<file path="src/pack_prot_consts.svh">
// Constants for the pack fault protection controller: timing, indices, field widths
`ifndef PACK_PROT_CONSTS_SVH
`define PACK_PROT_CONSTS_SVH

// Core clock period
`define CLK_PERIOD_NS     50
// Fast time base for short-circuit blanking, 60 us per tick
`define FAST_TICK_NS      60000
`define FAST_TICK_CYC     (`FAST_TICK_NS / `CLK_PERIOD_NS)
// Slow time base, 1 ms per tick
`define SLOW_TICK_NS      1000000
`define SLOW_TICK_CYC     (`SLOW_TICK_NS / `CLK_PERIOD_NS)
// Undervoltage shutdown delay, milliseconds
`define UV_SD_DELAY_MS    16'h1F40
// Open-cell check interval, milliseconds
`define OC_CHECK_MS       250
// Width of one pulsed test load
`define OC_TEST_NS        10000
`define OC_TEST_CYC       (`OC_TEST_NS / `CLK_PERIOD_NS)

// Delay table steps, milliseconds
`define UV_DLY_BASE_MS    16'h01F4
`define OV_DLY_BASE_MS    16'h01F4
`define OV_DLY_STEP_MS    16'h00FA
`define OVL_DLY_STEP_MS   16'h0014
`define OVL_DLY_LONG_MS   16'h0190
`define OVL_DLY_LSTEP_MS  16'h0064
`define DSH_DLY_STEP_MS   16'h0032

// Synchronised comparator vector bit positions
`define CMP_W             10
`define CMP_UV            0
`define CMP_UVH           1
`define CMP_OV            2
`define CMP_OVH           3
`define CMP_OVL           4
`define CMP_DSH           5
`define CMP_CSH           6
`define CMP_LOAD          7
`define CMP_CHGR          8
`define CMP_COLL          9

// Fault timer indices
`define TMR_N             6
`define TMR_UV            0
`define TMR_OV            1
`define TMR_OVL           2
`define TMR_DSH           3
`define TMR_CSH           4
`define TMR_UVSD          5

`endif

</file>
<file path="src/pack_prot_pkg.sv">
// Types shared by the pack fault protection controller and its delay timers
`include "pack_prot_consts.svh"

package pack_prot_pkg;

   // Power mode of the protector
   typedef enum logic {
      PWR_ACTIVE,
      PWR_SHUTDOWN
   } pwr_state_t;

   // Whole state of one delay timer
   typedef struct packed {
      logic [15:0] count;     // Ticks seen while the condition held
      logic        expired;   // Condition held for the full delay
   } timer_state_t;

   // Whole state of the protection controller
   typedef struct packed {
      pwr_state_t         pwr;
      logic [`CMP_W-1:0]  s1;            // First synchroniser stage
      logic [`CMP_W-1:0]  s2;            // Second synchroniser stage
      logic               charger_prev;  // Charger level one cycle back
      logic [10:0]        fast_cnt;
      logic               fast_tick;
      logic [15:0]        slow_cnt;
      logic               slow_tick;
      logic               uv;
      logic               ov;
      logic               ovl;
      logic               dshort;
      logic               cshort;
      logic               ocell;
      logic               load_gone;
      logic               charger_seen;
      logic [15:0]        oc_ms;
      logic [7:0]         oc_cnt;
      logic               oc_test;
      logic [2:0]         oc_idx;
      logic [7:0]         oc_hit;
      logic               cfet;
      logic               dfet;
      logic               reg_en;
      logic [3:0]         uv_lvl;
      logic [5:0]         ov_lvl;
      logic [4:0]         ovl_lvl;
      logic [4:0]         dsh_lvl;
      logic [4:0]         csh_lvl;
   } prot_state_t;

endpackage : pack_prot_pkg
</file>
<file path="src/fault_delay_timer.sv">
// Qualification timer: counts ticks while a fault condition holds
`timescale 1ns/10ps
`default_nettype none

module fault_delay_timer (
   input  wire logic        core_clk,
   input  wire logic        resetn,
   input  wire logic        tick,
   input  wire logic        cond,
   input  wire logic [15:0] limit,
   output logic             expired
);

   pack_prot_pkg::timer_state_t q;   // Registered state
   pack_prot_pkg::timer_state_t d;   // Next state

   // Next state; the count saturates so a held fault stays expired
   always_comb begin
      d = q;
      if (!cond) begin
         d.count   = 16'h0000;
         d.expired = 1'b0;
      end else begin
         if (tick && (q.count != 16'hFFFF)) begin
            d.count = q.count + 16'h0001;
         end
         d.expired = (d.count >= limit);
      end
   end

   // State register
   always_ff @(posedge core_clk or negedge resetn) begin
      if (!resetn) begin
         q <= '0;
      end else begin
         q <= d;
      end
   end

   assign expired = q.expired;
endmodule : fault_delay_timer

`default_nettype wire

</file>
<file path="src/pack_fault_protection_fsm.sv">
// Pack fault protection controller: fault qualification, recovery, FET and regulator control
// Functional notes
// - Undervoltage held for delay turns discharge off
// - Recovery select 0: recover on hysteresis only
// - Recovery select 1: hysteresis plus load removal
// - Shutdown enable 1: 8 s below hysteresis
// - Shutdown enable 0: undervoltage never shuts down
// - Shutdown drops regulator; charger insertion wakes
// - Overload held for delay opens both FETs
// - Discharge short held for delay opens both
// - In overload states watch load terminal
// - Overload recovery 0: recover on load removal
// - Overload recovery 1: removal, then charger insertion
// - Charge short held for delay opens both
// - Charge short clears on charger removal
// - Pulse test load per cell each interval
// - Two consecutive detections latch permanent fault
// - Open cell trips within 2N intervals
// - Open-cell fault keeps FETs off
// - Open cell shuts down; wake clears it
// - Charger holds off open-cell shutdown
// - Overvoltage held turns charge off; hysteresis
`timescale 1ns/10ps
`default_nettype none
`include "pack_prot_consts.svh"

module pack_fault_protection_fsm #(
   parameter logic [15:0] SLOW_TICK_CYC = 16'(`SLOW_TICK_CYC),  // Cycles per 1 ms tick
   parameter logic [15:0] OC_CHECK_MS   = 16'(`OC_CHECK_MS)     // Open-cell check interval
) (
   input  wire logic       core_clk,
   input  wire logic       resetn,
   input  wire logic       cell_below_uv,                 // Any cell below undervoltage level
   input  wire logic       cells_above_uv_hyst,           // All cells above level plus hysteresis
   input  wire logic       cell_above_ov,                 // Any cell above overvoltage level
   input  wire logic       cells_below_ov_hyst,           // All cells below level minus hysteresis
   input  wire logic       overload_trip,
   input  wire logic       discharge_short_trip,
   input  wire logic       charge_short_trip,
   input  wire logic       load_sense_terminal,           // High while terminal above open-load
   input  wire logic       charger_present,
   input  wire logic       cell_collapse,                 // Tested cell collapsed under load
   input  wire logic [3:0] pack_cells,                    // Series cells, 4 to 8
   input  wire logic [3:0] undervoltage_threshold_sel,
   input  wire logic [2:0] undervoltage_delay_sel,
   input  wire logic       undervoltage_recovery_select,
   input  wire logic       undervoltage_shutdown_enable,
   input  wire logic [5:0] overvoltage_threshold_sel,
   input  wire logic [2:0] overvoltage_delay_sel,
   input  wire logic       overload_recovery_select,
   input  wire logic [4:0] overload_threshold_sel,
   input  wire logic [4:0] overload_delay_sel,
   input  wire logic [4:0] discharge_short_threshold_sel,
   input  wire logic [4:0] discharge_short_delay_sel,   // Bit 4 selects the slow range
   input  wire logic [4:0] charge_short_threshold_sel,
   input  wire logic [3:0] charge_short_delay_sel,
   output logic            charge_fet_drive,
   output logic            discharge_fet_drive,
   output logic            regulator_enable,
   output logic            test_load_enable,
   output logic [2:0]      test_cell_select,
   output logic [3:0]      uv_cmp_level,
   output logic [5:0]      ov_cmp_level,
   output logic [4:0]      overload_cmp_level,
   output logic [4:0]      dshort_cmp_level,
   output logic [4:0]      cshort_cmp_level,
   output logic            uv_fault_flag,
   output logic            ov_fault_flag,
   output logic            discharge_overload_fault,
   output logic            discharge_short_fault,
   output logic            charge_short_fault,
   output logic            open_cell_fault
);

   pack_prot_pkg::prot_state_t q;                 // Registered state
   pack_prot_pkg::prot_state_t d;                 // Next state
   logic [`CMP_W-1:0]          cmp_raw;           // Unsynchronised comparator inputs
   logic [`TMR_N-1:0]          tmr_cond;          // Timer qualifying conditions
   logic [`TMR_N-1:0]          tmr_tick;          // Timer time base
   logic [`TMR_N-1:0]          tmr_exp;           // Timer expiry
   logic [15:0]                tmr_limit [`TMR_N];
   logic                       active;
   logic                       charger;
   logic                       charger_fall;
   logic                       load;
   logic                       rec_ok;

   // Undervoltage delay: 0.5 s doubling per step, capped at 32 s
   function automatic logic [15:0] uv_limit(input logic [2:0] sel);
      logic [2:0] s;
      s = (sel == 3'h7) ? 3'h6 : sel;
      return `UV_DLY_BASE_MS << s;
   endfunction : uv_limit

   // Overvoltage delay: 0.5 s plus 0.25 s per step
   function automatic logic [15:0] ov_limit(input logic [2:0] sel);
      return `OV_DLY_BASE_MS + `OV_DLY_STEP_MS * {13'h0000, sel};
   endfunction : ov_limit

   // Overload delay: 20 ms steps to 300 ms, then 100 ms steps from 400 ms
   function automatic logic [15:0] ovl_limit(input logic [4:0] sel);
      if (sel < 5'h0F) begin
         return `OVL_DLY_STEP_MS * ({11'h000, sel} + 16'h0001);
      end
      return `OVL_DLY_LONG_MS + `OVL_DLY_LSTEP_MS * ({11'h000, sel} - 16'h000F);
   endfunction : ovl_limit

   // Short blanking: fast range in 60 us ticks, slow range in 50 ms steps
   function automatic logic [15:0] short_limit(input logic slow, input logic [3:0] sel);
      if (slow) begin
         return `DSH_DLY_STEP_MS * ({12'h000, sel} + 16'h0001);
      end
      return {12'h000, sel} + 16'h0001;
   endfunction : short_limit

   assign cmp_raw = {cell_collapse, charger_present, load_sense_terminal, charge_short_trip,
                     discharge_short_trip, overload_trip, cells_below_ov_hyst, cell_above_ov,
                     cells_above_uv_hyst, cell_below_uv};

   // Decoded views of the power mode and the synchronised inputs
   assign active       = (q.pwr == pack_prot_pkg::PWR_ACTIVE);
   assign charger      = q.s2[`CMP_CHGR];
   assign charger_fall = q.charger_prev & ~charger;
   assign load         = q.s2[`CMP_LOAD];

   assign rec_ok = q.load_gone & (~overload_recovery_select | q.charger_seen);

   // Timer conditions; all gated by active so shutdown clears every count
   always_comb begin
      tmr_cond[`TMR_UV]   = active & q.s2[`CMP_UV];
      tmr_cond[`TMR_OV]   = active & q.s2[`CMP_OV];
      tmr_cond[`TMR_OVL]  = active & q.s2[`CMP_OVL];
      tmr_cond[`TMR_DSH]  = active & q.s2[`CMP_DSH];
      tmr_cond[`TMR_CSH]  = active & q.s2[`CMP_CSH];
      // shutdown timer, disabled when bit clear
      tmr_cond[`TMR_UVSD] = active & undervoltage_shutdown_enable & ~q.s2[`CMP_UVH];
      tmr_tick[`TMR_UV]   = q.slow_tick;
      tmr_tick[`TMR_OV]   = q.slow_tick;
      tmr_tick[`TMR_OVL]  = q.slow_tick;
      tmr_tick[`TMR_DSH]  = discharge_short_delay_sel[4] ? q.slow_tick : q.fast_tick;
      tmr_tick[`TMR_CSH]  = q.fast_tick;
      tmr_tick[`TMR_UVSD] = q.slow_tick;
      tmr_limit[`TMR_UV]   = uv_limit(undervoltage_delay_sel);
      tmr_limit[`TMR_OV]   = ov_limit(overvoltage_delay_sel);
      tmr_limit[`TMR_OVL]  = ovl_limit(overload_delay_sel);
      tmr_limit[`TMR_DSH]  = short_limit(discharge_short_delay_sel[4],
                                         discharge_short_delay_sel[3:0]);
      tmr_limit[`TMR_CSH]  = short_limit(1'b0, charge_short_delay_sel);
      tmr_limit[`TMR_UVSD] = `UV_SD_DELAY_MS;
   end

   // One qualification timer per fault source
   genvar gi;
   generate
      for (gi = 0; gi < `TMR_N; gi++) begin : g_tmr
         fault_delay_timer u_tmr (
            .core_clk (core_clk),
            .resetn   (resetn),
            .tick     (tmr_tick[gi]),
            .cond     (tmr_cond[gi]),
            .limit    (tmr_limit[gi]),
            .expired  (tmr_exp[gi])
         );
      end
   endgenerate

   // Next state of the whole controller
   always_comb begin
      d = q;
      // Two-stage synchroniser for every comparator and pin
      d.s1           = cmp_raw;
      d.s2           = q.s1;
      d.charger_prev = charger;
      // Threshold selections forwarded to the comparators
      d.uv_lvl  = undervoltage_threshold_sel;
      d.ov_lvl  = overvoltage_threshold_sel;
      d.ovl_lvl = overload_threshold_sel;
      d.dsh_lvl = discharge_short_threshold_sel;
      d.csh_lvl = charge_short_threshold_sel;
      // Time-base dividers produce one-cycle enables
      d.fast_tick = (q.fast_cnt == 11'(`FAST_TICK_CYC - 1));
      d.fast_cnt  = d.fast_tick ? 11'h000 : q.fast_cnt + 11'h001;
      d.slow_tick = (q.slow_cnt == SLOW_TICK_CYC - 16'h0001);
      d.slow_cnt  = d.slow_tick ? 16'h0000 : q.slow_cnt + 16'h0001;

      case (q.pwr)
         pack_prot_pkg::PWR_ACTIVE: begin
            d.uv = tmr_exp[`TMR_UV] | (q.uv & ~(q.s2[`CMP_UVH] &
                   (~undervoltage_recovery_select | ~load)));
            d.ov = tmr_exp[`TMR_OV] | (q.ov & ~q.s2[`CMP_OVH]);
            d.ovl    = tmr_exp[`TMR_OVL] | (q.ovl & ~rec_ok);
            d.dshort = tmr_exp[`TMR_DSH] | (q.dshort & ~rec_ok);
            // load removal seen below open-load level
            d.load_gone    = (q.ovl | q.dshort) & (q.load_gone | ~load) & ~rec_ok;
            d.charger_seen = q.load_gone & (q.charger_seen | charger) & ~rec_ok;
            d.cshort = tmr_exp[`TMR_CSH] | (q.cshort & ~charger_fall);

            if (!q.ocell) begin
               if (q.oc_test) begin
                  d.oc_cnt = q.oc_cnt + 8'h01;
                  if (q.oc_cnt == 8'(`OC_TEST_CYC - 1)) begin
                     d.oc_test = 1'b0;
                     d.ocell           = q.s2[`CMP_COLL] & q.oc_hit[q.oc_idx];
                     d.oc_hit[q.oc_idx] = q.s2[`CMP_COLL];
                     if ({1'b0, q.oc_idx} >= pack_cells - 4'h1) begin
                        d.oc_idx = 3'h0;
                     end else begin
                        d.oc_idx = q.oc_idx + 3'h1;
                     end
                  end
               end else if (q.slow_tick) begin
                  if (q.oc_ms >= OC_CHECK_MS - 16'h0001) begin
                     d.oc_ms   = 16'h0000;
                     d.oc_test = 1'b1;
                     d.oc_cnt  = 8'h00;
                  end else begin
                     d.oc_ms = q.oc_ms + 16'h0001;
                  end
               end
            end

            // open cell shuts down without charger
            if (tmr_exp[`TMR_UVSD] | (q.ocell & ~charger)) begin
               d.pwr     = pack_prot_pkg::PWR_SHUTDOWN;
               d.oc_test = 1'b0;
            end
         end
         pack_prot_pkg::PWR_SHUTDOWN: begin
            if (charger) begin
               d.pwr          = pack_prot_pkg::PWR_ACTIVE;
               d.uv           = 1'b0;
               d.ov           = 1'b0;
               d.ovl          = 1'b0;
               d.dshort       = 1'b0;
               d.cshort       = 1'b0;
               d.ocell        = 1'b0;
               d.load_gone    = 1'b0;
               d.charger_seen = 1'b0;
               d.oc_hit       = 8'h00;
               d.oc_ms        = 16'h0000;
            end
         end
         default: begin
            d.pwr = pack_prot_pkg::PWR_SHUTDOWN;
         end
      endcase

      // open cell holds both FETs off
      d.cfet   = (d.pwr == pack_prot_pkg::PWR_ACTIVE) & ~d.ov & ~d.ovl & ~d.dshort &
                 ~d.cshort & ~d.ocell;
      d.dfet   = (d.pwr == pack_prot_pkg::PWR_ACTIVE) & ~d.uv & ~d.ovl & ~d.dshort &
                 ~d.cshort & ~d.ocell;
      d.reg_en = (d.pwr == pack_prot_pkg::PWR_ACTIVE);
   end

   // State register; after reset FETs are off and come on a cycle later
   always_ff @(posedge core_clk or negedge resetn) begin
      if (!resetn) begin
         q <= '0;
      end else begin
         q <= d;
      end
   end

   // Every output straight from a state flip-flop
   assign charge_fet_drive         = q.cfet;
   assign discharge_fet_drive      = q.dfet;
   assign regulator_enable         = q.reg_en;
   assign test_load_enable         = q.oc_test;
   assign test_cell_select         = q.oc_idx;
   assign uv_cmp_level             = q.uv_lvl;
   assign ov_cmp_level             = q.ov_lvl;
   assign overload_cmp_level       = q.ovl_lvl;
   assign dshort_cmp_level         = q.dsh_lvl;
   assign cshort_cmp_level         = q.csh_lvl;
   assign uv_fault_flag            = q.uv;
   assign ov_fault_flag            = q.ov;
   assign discharge_overload_fault = q.ovl;
   assign discharge_short_fault    = q.dshort;
   assign charge_short_fault       = q.cshort;
   assign open_cell_fault          = q.ocell;
endmodule : pack_fault_protection_fsm

`default_nettype wire

</file>
<file path="config.mk">
export PLATFORM = sky130hd
export DESIGN_NAME = pack_fault_protection_fsm
export DESIGN_NICKNAME = d
export VERILOG_FILES = /design/src/pack_prot_pkg.sv /design/src/fault_delay_timer.sv /design/src/pack_fault_protection_fsm.sv
export VERILOG_INCLUDE_DIRS = /design/src
export SDC_FILE = /design/constraint.sdc
export NUM_CORES = 1
export LEC_CHECK = 0
export ABC_AREA = 0
export BUFFER_PORTS_ARGS = -buffer_cell sky130_fd_sc_hd__buf_2
export CAP_MARGIN = 20
export CORE_ASPECT_RATIO = 2
export CORE_MARGIN = 5
export CORE_UTILIZATION = 57
export DETAILED_ROUTE_END_ITERATION = 8
export GPL_TIMING_DRIVEN = 0
export PLACE_DENSITY = 0.79
export SLEW_MARGIN = 5
export SYNTH_ARGS = -nofsm -noshare
export SYNTH_HDL_FRONTEND = slang
export SYNTH_SLANG_ARGS = --single-unit
export TNS_END_PERCENT = 1
</file>
<file path="constraint.sdc">
create_clock -name core_clk -period 7.75 [get_ports core_clk]
set_input_delay 1.55 -clock core_clk [delete_from_list [all_inputs] [get_ports core_clk]]
set_output_delay 1.55 -clock core_clk [all_outputs]
set_load 0.02 [all_outputs]
</file>
==> results of run 1 <==
==> cell families after synthesis <==
logic type | synth area share [%]
flip-flops | 40.5
AO/OA/AOI/OAI | 9.85
XOR/XNOR | 9.38
adder cells (fa/ha/maj) | 13.0
buffers and inverters | 4.11
AND/OR/NAND/NOR | 22.2
other | 0.0269
multiplexers | 0.962
==> state kept, by name (all words and copies together) (netlist names), 3 cells and up <==
| register | count |
|---|---|
| uv_cmp_level | 4 |
| overload_cmp_level | 5 |
| g_tmr.u_tmr.expired | 6 |
| d | 10 |
| g_tmr.u_tmr.q | 96 |
| test_cell_select | 3 |
| cshort_cmp_level | 5 |
| q | 73 |
| ov_cmp_level | 6 |
| dshort_cmp_level | 5 |
==> worst max-delay path by stage <==
stage,from,to,slack (ns)
finish,overload_delay_sel[0],g_tmr[2].u_tmr.expired,1.74
global route,overload_delay_sel[0],g_tmr[2].u_tmr.expired,1.43
CTS,overload_delay_sel[0],g_tmr[2].u_tmr.expired,1.75
detailed placement,overload_delay_sel[0],g_tmr[2].u_tmr.expired,1.22
global placement,overload_delay_sel[0],g_tmr[2].u_tmr.expired,1.27
floorplan,overload_delay_sel[2],g_tmr[2].u_tmr.expired,2.00
==> cell usage in the layout, fill, tap and decap left out, types with 5 or more instances in the layout <==
| master | synthesis | final |
|---|---|---|
| a211oi_1 | 5 | 5 |
| a21o_1 | 22 | 22 |
| a21oi_1 | 58 | 58 |
| a31oi_1 | 14 | 14 |
| and2_1 | 16 | 16 |
| and3_1 | 25 | 25 |
| and4_1 | 11 | 11 |
| buf_2 | 1 | 98 |
| buf_4 | 30 | 30 |
| clkbuf_1 | 33 | 37 |
| clkbuf_16 | 0 | 23 |
| clkbuf_8 | 0 | 5 |
| dfrtp_1 | 225 | 225 |
| fa_1 | 11 | 11 |
| ha_1 | 127 | 127 |
| inv_1 | 56 | 56 |
| mux2i_1 | 10 | 10 |
| nand2_1 | 105 | 105 |
| nand2b_1 | 21 | 21 |
| nand3_1 | 79 | 79 |
| nand3b_1 | 8 | 8 |
| nand4_1 | 46 | 46 |
| nand4b_1 | 5 | 5 |
| nor2_1 | 112 | 112 |
| nor2b_1 | 73 | 73 |
| nor3_1 | 29 | 29 |
| nor3b_1 | 5 | 5 |
| nor4_1 | 10 | 10 |
| nor4b_1 | 7 | 7 |
| o211ai_1 | 7 | 7 |
| o21a_1 | 6 | 6 |
| o21ai_0 | 64 | 64 |
| o22ai_1 | 7 | 7 |
| or2_2 | 6 | 6 |
| or3_1 | 7 | 7 |
| xnor2_1 | 86 | 86 |
| xor2_1 | 63 | 63 |
==> cell type report <==
class                   count  area [um^2]  share of cell area, %
multi-input cells        1104         7710                   49.5
flip-flops and latches    225         5630                   36.1
clock buffers              32          659                   4.23
repair buffers            100          556                   3.56
well taps                 290          363                   2.33
plain buffers              65          358                   2.29
inverters                  57          214                   1.37
clock inverters             8          100                  0.642
==> per-layer routing <==
metal  GRT usage (%)  wire length (um)
met2            42.6             16800
met4            9.54              1160
met3            2.40               979
met5               0                 0
met1            21.4             10700
==> stage by stage <==
stage / setup WS (ns) / util [%]
6_report: 1.74 / 64.1
5_1_grt: 1.43 / 64.1
4_1_cts: 1.75 / 64.1
3_5_place_dp: 1.22 / 61.0
3_3_place_gp: 1.27 / 60.7
2_1_floorplan: 2.00 / -
==> power by group <==
| part | switching [W] | internal, W |
|---|---|---|
| sequential | 0.0000103 | 0.00120 |
| combinational | 0.000299 | 0.000213 |
| clock | 0.000456 | 0.000661 |
| total | 0.000765 | 0.00207 |
==> worst reg2reg max path: stages (launching register included) <==
cell	delay, ns
dfrtp_1	0.56
buf_4	0.29
clkbuf_1	0.51
nand2_1	0.17
a21oi_1	0.35
nand4_1	0.16
xnor2_1	0.28
ha_1	0.31
a21o_1	0.17
a21o_1	0.17
a221o_1	0.34
a31oi_1	0.22
o22ai_1	0.16
==> impl_metrics.py, run 1 <==
metrics = {
    "setup_path": {
        "worstPathRequired_ns": 8.13,
        "crit_family": "adder cells",
        "cp-end-kind": "register",
        "critical_path_depth": 20,
        "r2r_slack_ns": 3.91,
        "cp_common_cell": "ha_1",
        "r2r_end": "g_tmr[0].u_tmr.expired",
        "worstSetupPathType": "input pin to register",
        "reg2reg_depth": 12,
        "slowest_stage": "xnor2_1",
        "timing.rr.start": "q[72]",
        "cp_max_fo": 6,
        "critPathMaxStageDelay_ns": 0.56,
        "crit_buf_inv": 3,
        "cp-start-kind": "input pin",
        "crit_chain": "buf_2, ha_1, nand3_1, xnor2_1, ha_1, inv_1, fa_1, fa_1, inv_1, ha_1, o21a_1, o31a_1, a21oi_1, nand3_1, or3_1, o2111ai_1, ha_1, a21oi_1, o21a_1, o22ai_1",
        "arrival_ns": 6.39,
    },
    "synthesis": {
        "synth-seq-cells": 225,
        "synth_top_area_cell": "dfrtp_1",
        "ys_async_sr_fraction_pct": 100,
        "synth.avg_cell_area_um2": 9.59,
        "synth_area_leaders": "dfrtp_1 40%, ha_1 11%, xnor2_1 5.4%, xor2_1 4.0%, nor2b_1 3.3%",
        "synthCells": 1451,
        "yosysMostFrequentCell": "dfrtp_1",
        "synth.top_cells.by_count": "225 x dfrtp_1, 127 x ha_1, 112 x nor2_1",
        "synth-main-ff-cell": "dfrtp_1",
        "yosys.cell_types.count": 74,
        "ys.warnings.count": 0,
        "synth_top_area_share_pct": 40.5,
        "seq_area_frac_synth_pct": 40.5,
        "synth_edf_count": 0,
        "syn_nets": 1653,
        "syn_area_um2": 13900,
    },
    "final_layout": {
        "nNetsFinal": 1777,
        "final_area_um2": 15600,
        "layout.cells.non_filler": 1881,
        "areaGrowthSynthToFinish_pct": 12.1,
        "fill_cells": 1975,
        "antenna_cells": 0,
        "drive_gt1_share_pct": 11.8,
    },
    "routing": {
        "wl_per_cell_um": 15.7,
        "drt_iter0_drc": 520,
        "via_per_inst": 5.78,
        "drt_wl_total_mm": 29.6,
        "firstDrtPassIters": 5,
        "drtAntennaViolNets": 0,
        "num_vias": 10872,
        "route.detailed.drc": 0,
    },
    "clock_tree": {
        "clk_latency_ns": 0.52,
        "clockBufferDepth": 3,
        "cts-htree-levels": 1,
        "ctsResizeCount": 0,
        "cts_setup_buffers": 0,
        "cts_sinks": 225,
        "cts-root-buf": "clkbuf_16",
        "ctsHoldBuffers": 0,
        "numCtsBuffers": 22,
        "cts_tree": "yes",
        "clk_pin_slew_ns": 0.07,
    },
    "placed_design": {
        "portBuffers": 98,
        "place_congestion": 0.895,
        "dp_hpwl_mm": 22.4,
        "dp.cells": 1841,
        "placed_area_um2": 14800,
    },
    "timing": {
        "fin_skew_ns": 0.0120,
        "fin_crit_ns": 6.01,
        "relSlewSlack_pct": 43.2,
        "setup_tns_ns": 0,
        "period_share_pct": 77.5,
        "whs_ns": 0.351,
        "slew_violations": 0,
        "rsz0062_at_grt": "false",
        "hold_violations": 0,
        "worstMarginPinSlew_ns": 0.846,
        "finalSetupViolCount": 0,
        "fmax_ghz": 0.166,
    },
    "power_and_ir_drop": {
        "power_w": 0.00283,
        "peakVddDrop_mv": 0.138,
        "p_leak_nw": 7.40,
        "pwr_density_cell_nw_per_um2": 182,
    },
    "hold_path": {
        "min_path_type": "register to register",
        "whs_endpoint": "q[111]",
        "hold_start": "d[111]",
        "min_path_cells": 0,
    },
    "global_route": {
        "grt_max_degree": 117,
        "grt_usage_pct": 21.3,
        "grt_pass1_wl_mm": 49.7,
        "grt_pass1_vias": 11253,
        "overflow": 0,
        "antenna_found_initial": 0,
    },
    "die": {
        "die_w_um": 120,
        "dieArea_um2": 27800,
        "io_pins": 102,
        "chipHeight_um": 231,
        "core_um2": 24300,
        "start_util_pct": 57.2,
        "placementRows": 81,
    },
    "outcome": {
        "outcome": "complete, no violations",
    },
    "job": {
        "cap_viol_max_count": 0,
    },
}
No activity file was read; power rests on OpenSTA's default activity.
==> run 2, diff against run 1 <==
--- a/config.mk
+++ b/config.mk
@@ -6,7 +6,7 @@
 export SDC_FILE = /design/constraint.sdc
 export NUM_CORES = 1
 export LEC_CHECK = 0
-export ABC_AREA = 0
+export ABC_AREA = 1
 export BUFFER_PORTS_ARGS = -buffer_cell sky130_fd_sc_hd__buf_2
 export CAP_MARGIN = 20
 export CORE_ASPECT_RATIO = 2
==> constraint.sdc (replaced) <==
create_clock -name core_clk -period 5.55 [get_ports core_clk]
set_input_delay 1.11 -clock core_clk [delete_from_list [all_inputs] [get_ports core_clk]]
set_output_delay 1.11 -clock core_clk [all_outputs]
set_load 0.02 [all_outputs]
==> run 2 against run 1 <==
Against the previous run:
- via count up 16%
- synthesized cell count up 31%
- critical path type unchanged
- sequential power up 39%
- clock-buffer cell count down 2
==> impl_metrics.py, run 2 <==
metrics = {
    "die": {
        "io_pins": 102,
        "die_w_um": 123,
        "start_util_pct": 57.3,
        "chipHeight_um": 237,
        "placementRows": 83,
        "core_um2": 25500,
        "dieArea_um2": 29200,
    },
    "clock_tree": {
        "numCtsBuffers": 21,
        "cts-htree-levels": 1,
        "ctsHoldBuffers": 0,
        "clk_latency_ns": 0.50,
        "cts_sinks": 225,
        "clk_pin_slew_ns": 0.07,
        "cts_tree": "yes",
        "clockBufferDepth": 3,
        "cts-root-buf": "clkbuf_16",
    },
    "synthesis": {
        "synth-main-ff-cell": "dfrtp_1",
        "synth-seq-cells": 225,
        "synth_area_leaders": "dfrtp_1 38%, ha_1 11%, nand2_1 10%, inv_1 7.5%, nor2_1 7.1%",
        "yosys.cell_types.count": 54,
        "yosysMostFrequentCell": "nand2_1",
        "synthCells": 1900,
        "synth_top_area_share_pct": 38.5,
        "seq_area_frac_synth_pct": 38.5,
        "syn_nets": 2102,
        "synth.avg_cell_area_um2": 7.71,
        "synth.top_cells.by_count": "400 x nand2_1, 291 x inv_1, 276 x nor2_1",
        "syn_area_um2": 14600,
        "synth_edf_count": 0,
        "ys.warnings.count": 0,
        "ys_async_sr_fraction_pct": 100,
        "synth_top_area_cell": "dfrtp_1",
    },
    "placed_design": {
        "dp_hpwl_mm": 25.7,
        "place_congestion": 0.916,
        "dp.cells": 2343,
        "preCtsSetupSlack_ns": -0.974,
        "placed_area_um2": 15600,
        "portBuffers": 101,
    },
    "timing": {
        "fin_skew_ns": 0.0124,
        "layout_setup_ws_ns": 0.221,
        "fin_crit_ns": 5.33,
        "relSlewSlack_pct": 43.3,
        "fmax_ghz": 0.188,
        "rsz0062_at_grt": "false",
        "slew_violations": 0,
        "worstMarginPinSlew_ns": 0.850,
        "whs_ns": 0.352,
        "hold_violations": 0,
        "period_share_pct": 96.0,
        "finalSetupViolCount": 0,
    },
    "power_and_ir_drop": {
        "p_leak_nw": 8.53,
        "pwr_density_cell_nw_per_um2": 233,
        "peakVddDrop_mv": 0.175,
    },
    "global_route": {
        "grt_usage_pct": 22.7,
        "grt_pass1_wl_mm": 55.0,
        "overflow": 0,
        "grt_max_degree": 98,
        "antenna_found_initial": 0,
        "grt_pass1_vias": 12831,
    },
    "final_layout": {
        "layout.cells.non_filler": 2381,
        "mostFrequentLayoutCell": "nand2_1",
        "areaGrowthSynthToFinish_pct": 12.1,
        "final_area_um2": 16400,
        "antenna_cells": 0,
        "drive_gt1_share_pct": 10.4,
        "largest_reg_flops": 96,
        "fill_cells": 2278,
        "nNetsFinal": 2233,
        "top_register": "g_tmr.u_tmr.q",
        "fin_util_pct": 64.3,
        "final_cell_mix": "397 x nand2_1, 291 x inv_1, 271 x nor2_1",
    },
    "routing": {
        "num_vias": 12598,
        "route.detailed.drc": 0,
        "drtAntennaViolNets": 0,
        "drt_iter0_drc": 560,
        "firstDrtPassIters": 5,
        "via_per_inst": 5.29,
        "wl_per_cell_um": 13.7,
        "drt_wl_total_mm": 32.6,
    },
    "setup_path": {
        "cp_max_fo": 5,
        "arrival_ns": 5.74,
        "crit_family": "adder cells",
        "cp-end-kind": "register",
        "worstPathRequired_ns": 5.96,
        "reg2reg_depth": 16,
        "crit_buf_inv": 7,
        "cp_common_cell": "inv_1",
        "r2r_end": "g_tmr[2].u_tmr.expired",
        "worstSetupPathType": "input pin to register",
        "cp-start-kind": "input pin",
        "critPathMaxStageDelay_ns": 0.51,
        "timing.rr.start": "g_tmr[2].u_tmr.q[1]",
        "slowest_stage": "fa_1",
        "r2r_slack_ns": 2.23,
        "crit_start": "overload_delay_sel[0]",
    },
    "hold_path": {
        "min_path_type": "register to register",
        "whs_endpoint": "q[107]",
        "hold_start": "d[107]",
        "min_path_cells": 0,
    },
    "job": {
        "cap_viol_max_count": 0,
    },
    "outcome": {
        "outcome": "complete, no violations",
    },
}
[run 2: changes by cell type after synthesis, moves of 19 or more]
cell | previous run | this run
nand2_1 | 105 | 400
o21ai_0 | 64 | 83
and3_1 | 25 | 2
nor2b_1 | 73 | 1
nand2b_1 | 21 | 0
clkbuf_1 | 33 | 13
nand3_1 | 79 | 98
nor2_1 | 112 | 276
xor2_1 | 63 | 95
xnor2_1 | 86 | 12
a21o_1 | 22 | 2
inv_1 | 56 | 291
[run 2: per-stage QoR]
step | total power, W | setup TNS [ns]
2_1_floorplan | 0.00218 | 0
3_3_place_gp | 0.00235 | -82.50
3_5_place_dp | 0.00238 | -0.974
4_1_cts | 0.00381 | 0
5_1_grt | 0.00403 | 0
6_report | 0.00382 | 0
[run 2: layout make-up]
type	count	area [um^2]	area share, %
Sequential cell	225	5630	34.3
Clock buffer	30	619	3.77
Timing Repair Buffer	108	608	3.70
Tap cell	340	425	2.59
Clock inverter	3	42.5	0.259
Multi-Input combinational cell	1330	7660	46.7
Buffer	50	317	1.93
Inverter	295	1110	6.75
[run 2: where the power goes]
group / internal [W] / switching, W / leakage, nW
clock: 0.000816 / 0.000596 / 0.324
combinational: 0.000273 / 0.000451 / 5.23
sequential: 0.00167 / 0.0000124 / 2.98
total: 0.00276 / 0.00106 / 8.53
[run 2: cell families (layout without fill, tap and decap cells)]
family | count (synthesis) | in the layout | synth area share [%]
flip-flops | 225 | 225 | 38.5
multiplexers | 3 | 3 | 0.214
AO/OA/AOI/OAI | 190 | 190 | 7.29
XOR/XNOR | 107 | 107 | 6.40
other | 1 | 1 | 0.0256
buffers and inverters | 345 | 486 | 9.72
adder cells (fa/ha/maj) | 138 | 138 | 12.4
AND/OR/NAND/NOR | 891 | 891 | 25.5
[run 2: worst max-delay path by stage]
stage | depth (start not counted) | endpoint | slack, ns
floorplan | 29 | g_tmr[2].u_tmr.expired | 0.25
finish | 28 | g_tmr[2].u_tmr.expired | 0.22
global route | 29 | g_tmr[2].u_tmr.expired | 0.003
CTS | 28 | g_tmr[2].u_tmr.expired | 0.009
global placement | 30 | g_tmr[2].u_tmr.expired | -0.70
detailed placement | 30 | g_tmr[2].u_tmr.expired | -0.97
[run 2: what timing repair did]
item | CTS | global route
setup endpoints to repair | 1 | 1
pin swaps | 0 | 5
setup buffers | 0 | 5
gates resized for setup | 5 | 16
[run 2: worst reg2reg max path: cells and delay by family (launching register included)]
kind	cells	cell delay (ns)
xor+xnor	1	0.31
buf+inv	2	0.23
simple gates	10	1.51
flops	1	0.44
fa+ha+maj	2	0.54
compound gates	1	0.20
[run 2: per-layer routing]
layer	GRT usage, %	vias to the layer above	part of all wire, %
li1	-	6274	-
met1	21.9	5938	35
met2	45.7	274	57
met3	2.29	112	3.4
met4	10.6	0	4.3
met5	0	-	0
==> run 3, diff against run 2 <==
--- a/config.mk
+++ b/config.mk
@@ -6,7 +6,6 @@
 export SDC_FILE = /design/constraint.sdc
 export NUM_CORES = 1
 export LEC_CHECK = 0
-export ABC_AREA = 1
 export BUFFER_PORTS_ARGS = -buffer_cell sky130_fd_sc_hd__buf_2
 export CAP_MARGIN = 20
 export CORE_ASPECT_RATIO = 2
@@ -15,6 +14,7 @@
 export DETAILED_ROUTE_END_ITERATION = 8
 export GPL_TIMING_DRIVEN = 0
 export PLACE_DENSITY = 0.79
+export RECOVER_POWER = 50
 export SLEW_MARGIN = 5
 export SYNTH_ARGS = -nofsm -noshare
 export SYNTH_HDL_FRONTEND = slang
==> run 3 against run 2 <==
Against the previous run:
- flip-flop and latch count unchanged
- clock skew down 0.0016 ns
- global-route usage is 1.4 points lower
- highest routed layer unchanged
- clock power is 11% higher
- final cell count decreased by 21%
- total power up 3.7%
- sequential power about the same
- the flow now finishes with violations (capacitance limit, slew limit)
==> impl_metrics.py, run 3 (synthesized netlist as in run 1, its figures left out) <==
metrics = {
    "timing": {
        "layout_setup_ws_ns": 0.265,
        "slew_violations": 117,
        "period_share_pct": 95.2,
        "finalSetupViolCount": 0,
        "hold_violations": 0,
        "fmax_ghz": 0.189,
        "worstMarginPinSlew_ns": 2.86,
        "fin_skew_ns": 0.0108,
        "relSlewSlack_pct": -90.7,
        "setup_tns_ns": 0,
        "fin_crit_ns": 5.29,
        "whs_ns": 0.351,
    },
    "routing": {
        "num_vias": 10919,
        "route.detailed.drc": 0,
        "firstDrtPassIters": 5,
        "drt_wl_total_mm": 29.6,
        "via_per_inst": 5.80,
        "wl_per_cell_um": 15.7,
        "drt_iter0_drc": 479,
        "drtAntennaViolNets": 0,
    },
    "setup_path": {
        "worstPathRequired_ns": 5.98,
        "cp_max_fo": 5,
        "worstSetupPathType": "input pin to register",
        "arrival_ns": 5.71,
        "cp-end-kind": "register",
        "cp-start-kind": "input pin",
    },
    "final_layout": {
        "mostFrequentLayoutCell": "dfrtp_1",
        "nNetsFinal": 1779,
        "final_area_um2": 15600,
        "final_cell_mix": "225 x dfrtp_1, 127 x ha_1, 112 x nor2_1",
        "areaGrowthSynthToFinish_pct": 12.0,
        "antenna_cells": 0,
        "drive_gt1_share_pct": 12.1,
        "top_register": "g_tmr.u_tmr.q",
        "largest_reg_flops": 96,
        "fill_cells": 1975,
    },
    "clock_tree": {
        "cts-root-buf": "clkbuf_16",
        "ctsHoldBuffers": 0,
        "numCtsBuffers": 22,
        "clockBufferDepth": 3,
        "cts-htree-levels": 1,
        "cts_sinks": 225,
        "clk_latency_ns": 0.52,
        "cts_tree": "yes",
        "clk_pin_slew_ns": 0.07,
    },
    "global_route": {
        "grt_pass1_vias": 11253,
        "grt_pass1_wl_mm": 49.7,
        "antenna_found_initial": 0,
        "grt_max_degree": 117,
        "grt_usage_pct": 21.3,
        "overflow": 0,
    },
    "power_and_ir_drop": {
        "pwr_density_cell_nw_per_um2": 254,
        "combPwrFrac_pct": 18.1,
        "p_leak_nw": 7.40,
        "internal_power_w": 0.00289,
        "p_clk_share_pct": 39.4,
        "power_w": 0.00396,
        "switching_share_pct": 27.0,
        "peakVddDrop_mv": 0.186,
        "p_switching_w": 0.00107,
        "seq_power_share_pct": 42.5,
    },
    "die": {
        "die_w_um": 120,
        "start_util_pct": 57.2,
        "chipHeight_um": 231,
        "io_pins": 102,
        "core_um2": 24300,
        "placementRows": 81,
        "dieArea_um2": 27800,
    },
    "job": {
        "cap_viol_max_count": 1,
    },
    "placed_design": {
        "preCtsSetupSlack_ns": -0.537,
        "placed_area_um2": 14800,
        "portBuffers": 98,
        "place_congestion": 0.895,
        "dp_hpwl_mm": 22.4,
    },
    "outcome": {
        "outcome": "complete, but fails checks",
        "failed_checks": "capacitance limit, slew limit",
    },
    "hold_path": {
        "min_path_type": "register to register",
    },
}
==> run 3: cell count changes in the layout (fill, tap and decap cells not counted), sizes merged, moves of 21 or more <==
cell / delta
nor2: -168
nand2b: +21
nand2: -297
and3: +25
xnor2: +74
xor2: -32
clkbuf: +24
inv: -236
nor2b: +72
==> run 3: metal layers <==
| layer | wire, um | GRT usage [%] |
|---|---|---|
| met5 | 0 | 0 |
| met3 | 1040 | 2.40 |
| met1 | 10700 | 21.4 |
| met2 | 16700 | 42.6 |
| met4 | 1210 | 9.54 |
==> run 3: worst max-delay path, cell delays in order <==
cell	delay, ns
buf_2	0.13
ha_1	0.28
nand3_1	0.23
xnor2_4	0.29
ha_1	0.19
inv_1	0.05
fa_1	0.47
fa_1	0.51
inv_1	0.05
ha_1	0.33
or2_2	0.32
a32o_1	0.25
a21o_1	0.21
nor4_1	0.27
mux2i_1	0.14
ha_1	0.31
nand4_1	0.09
nor3_1	0.23
nand2_1	0.08
o22ai_1	0.15
==> run 3: per-stage QoR <==
step	instances	util, %
after global placement	1839	60.7
after floorplan	1451	-
after detailed placement	1841	61.0
after CTS	1881	64.1
after global routing	1883	64.1
final	1883	64.1
==> run 3: power groups by stage <==
stage	logic (W)	registers, W	clock network, W
floorplan	0.000502	0.00173	0
global placement	0.000686	0.00171	0
detailed placement	0.000718	0.00172	0
CTS	0.000723	0.00168	0.00159
global route	0.000819	0.00169	0.00166
finish	0.000717	0.00168	0.00156
==> run 3: final cells by class <==
type                       instances  area [um^2]  area share, %
inverter                          57          214           1.37
timing repair buffer             102          523           3.35
tap                              290          363           2.33
multi-input combinational       1104         7740           49.7
sequential                       225         5630           36.1
clock buffer                      32          659           4.23
buffer                            65          358           2.30
clock inverter                     8          100          0.642
==> run 3: final timing paths <==
path,cells past startpoint,slack (ns),startpoint,end
max in group asynchronous,3,0.89,resetn,g_tmr[3].u_tmr.q[8]
worst min register to register,0,0.35,d[111],q[111]
worst max register to register,12,1.74,q[72],g_tmr[0].u_tmr.expired
worst max-delay path,20,0.26,overload_delay_sel[0],g_tmr[2].u_tmr.expired
worst min-delay path,0,0.35,d[111],q[111]
min in group asynchronous,2,1.70,resetn,d[108]
==> run 3: timing repair <==
item | in CTS | in global routing
cloned | 0 | 0
pin swaps | 0 | 1
gates resized for setup | 1 | 4
buffers inserted | 0 | 2
setup endpoints to repair | 1 | 1
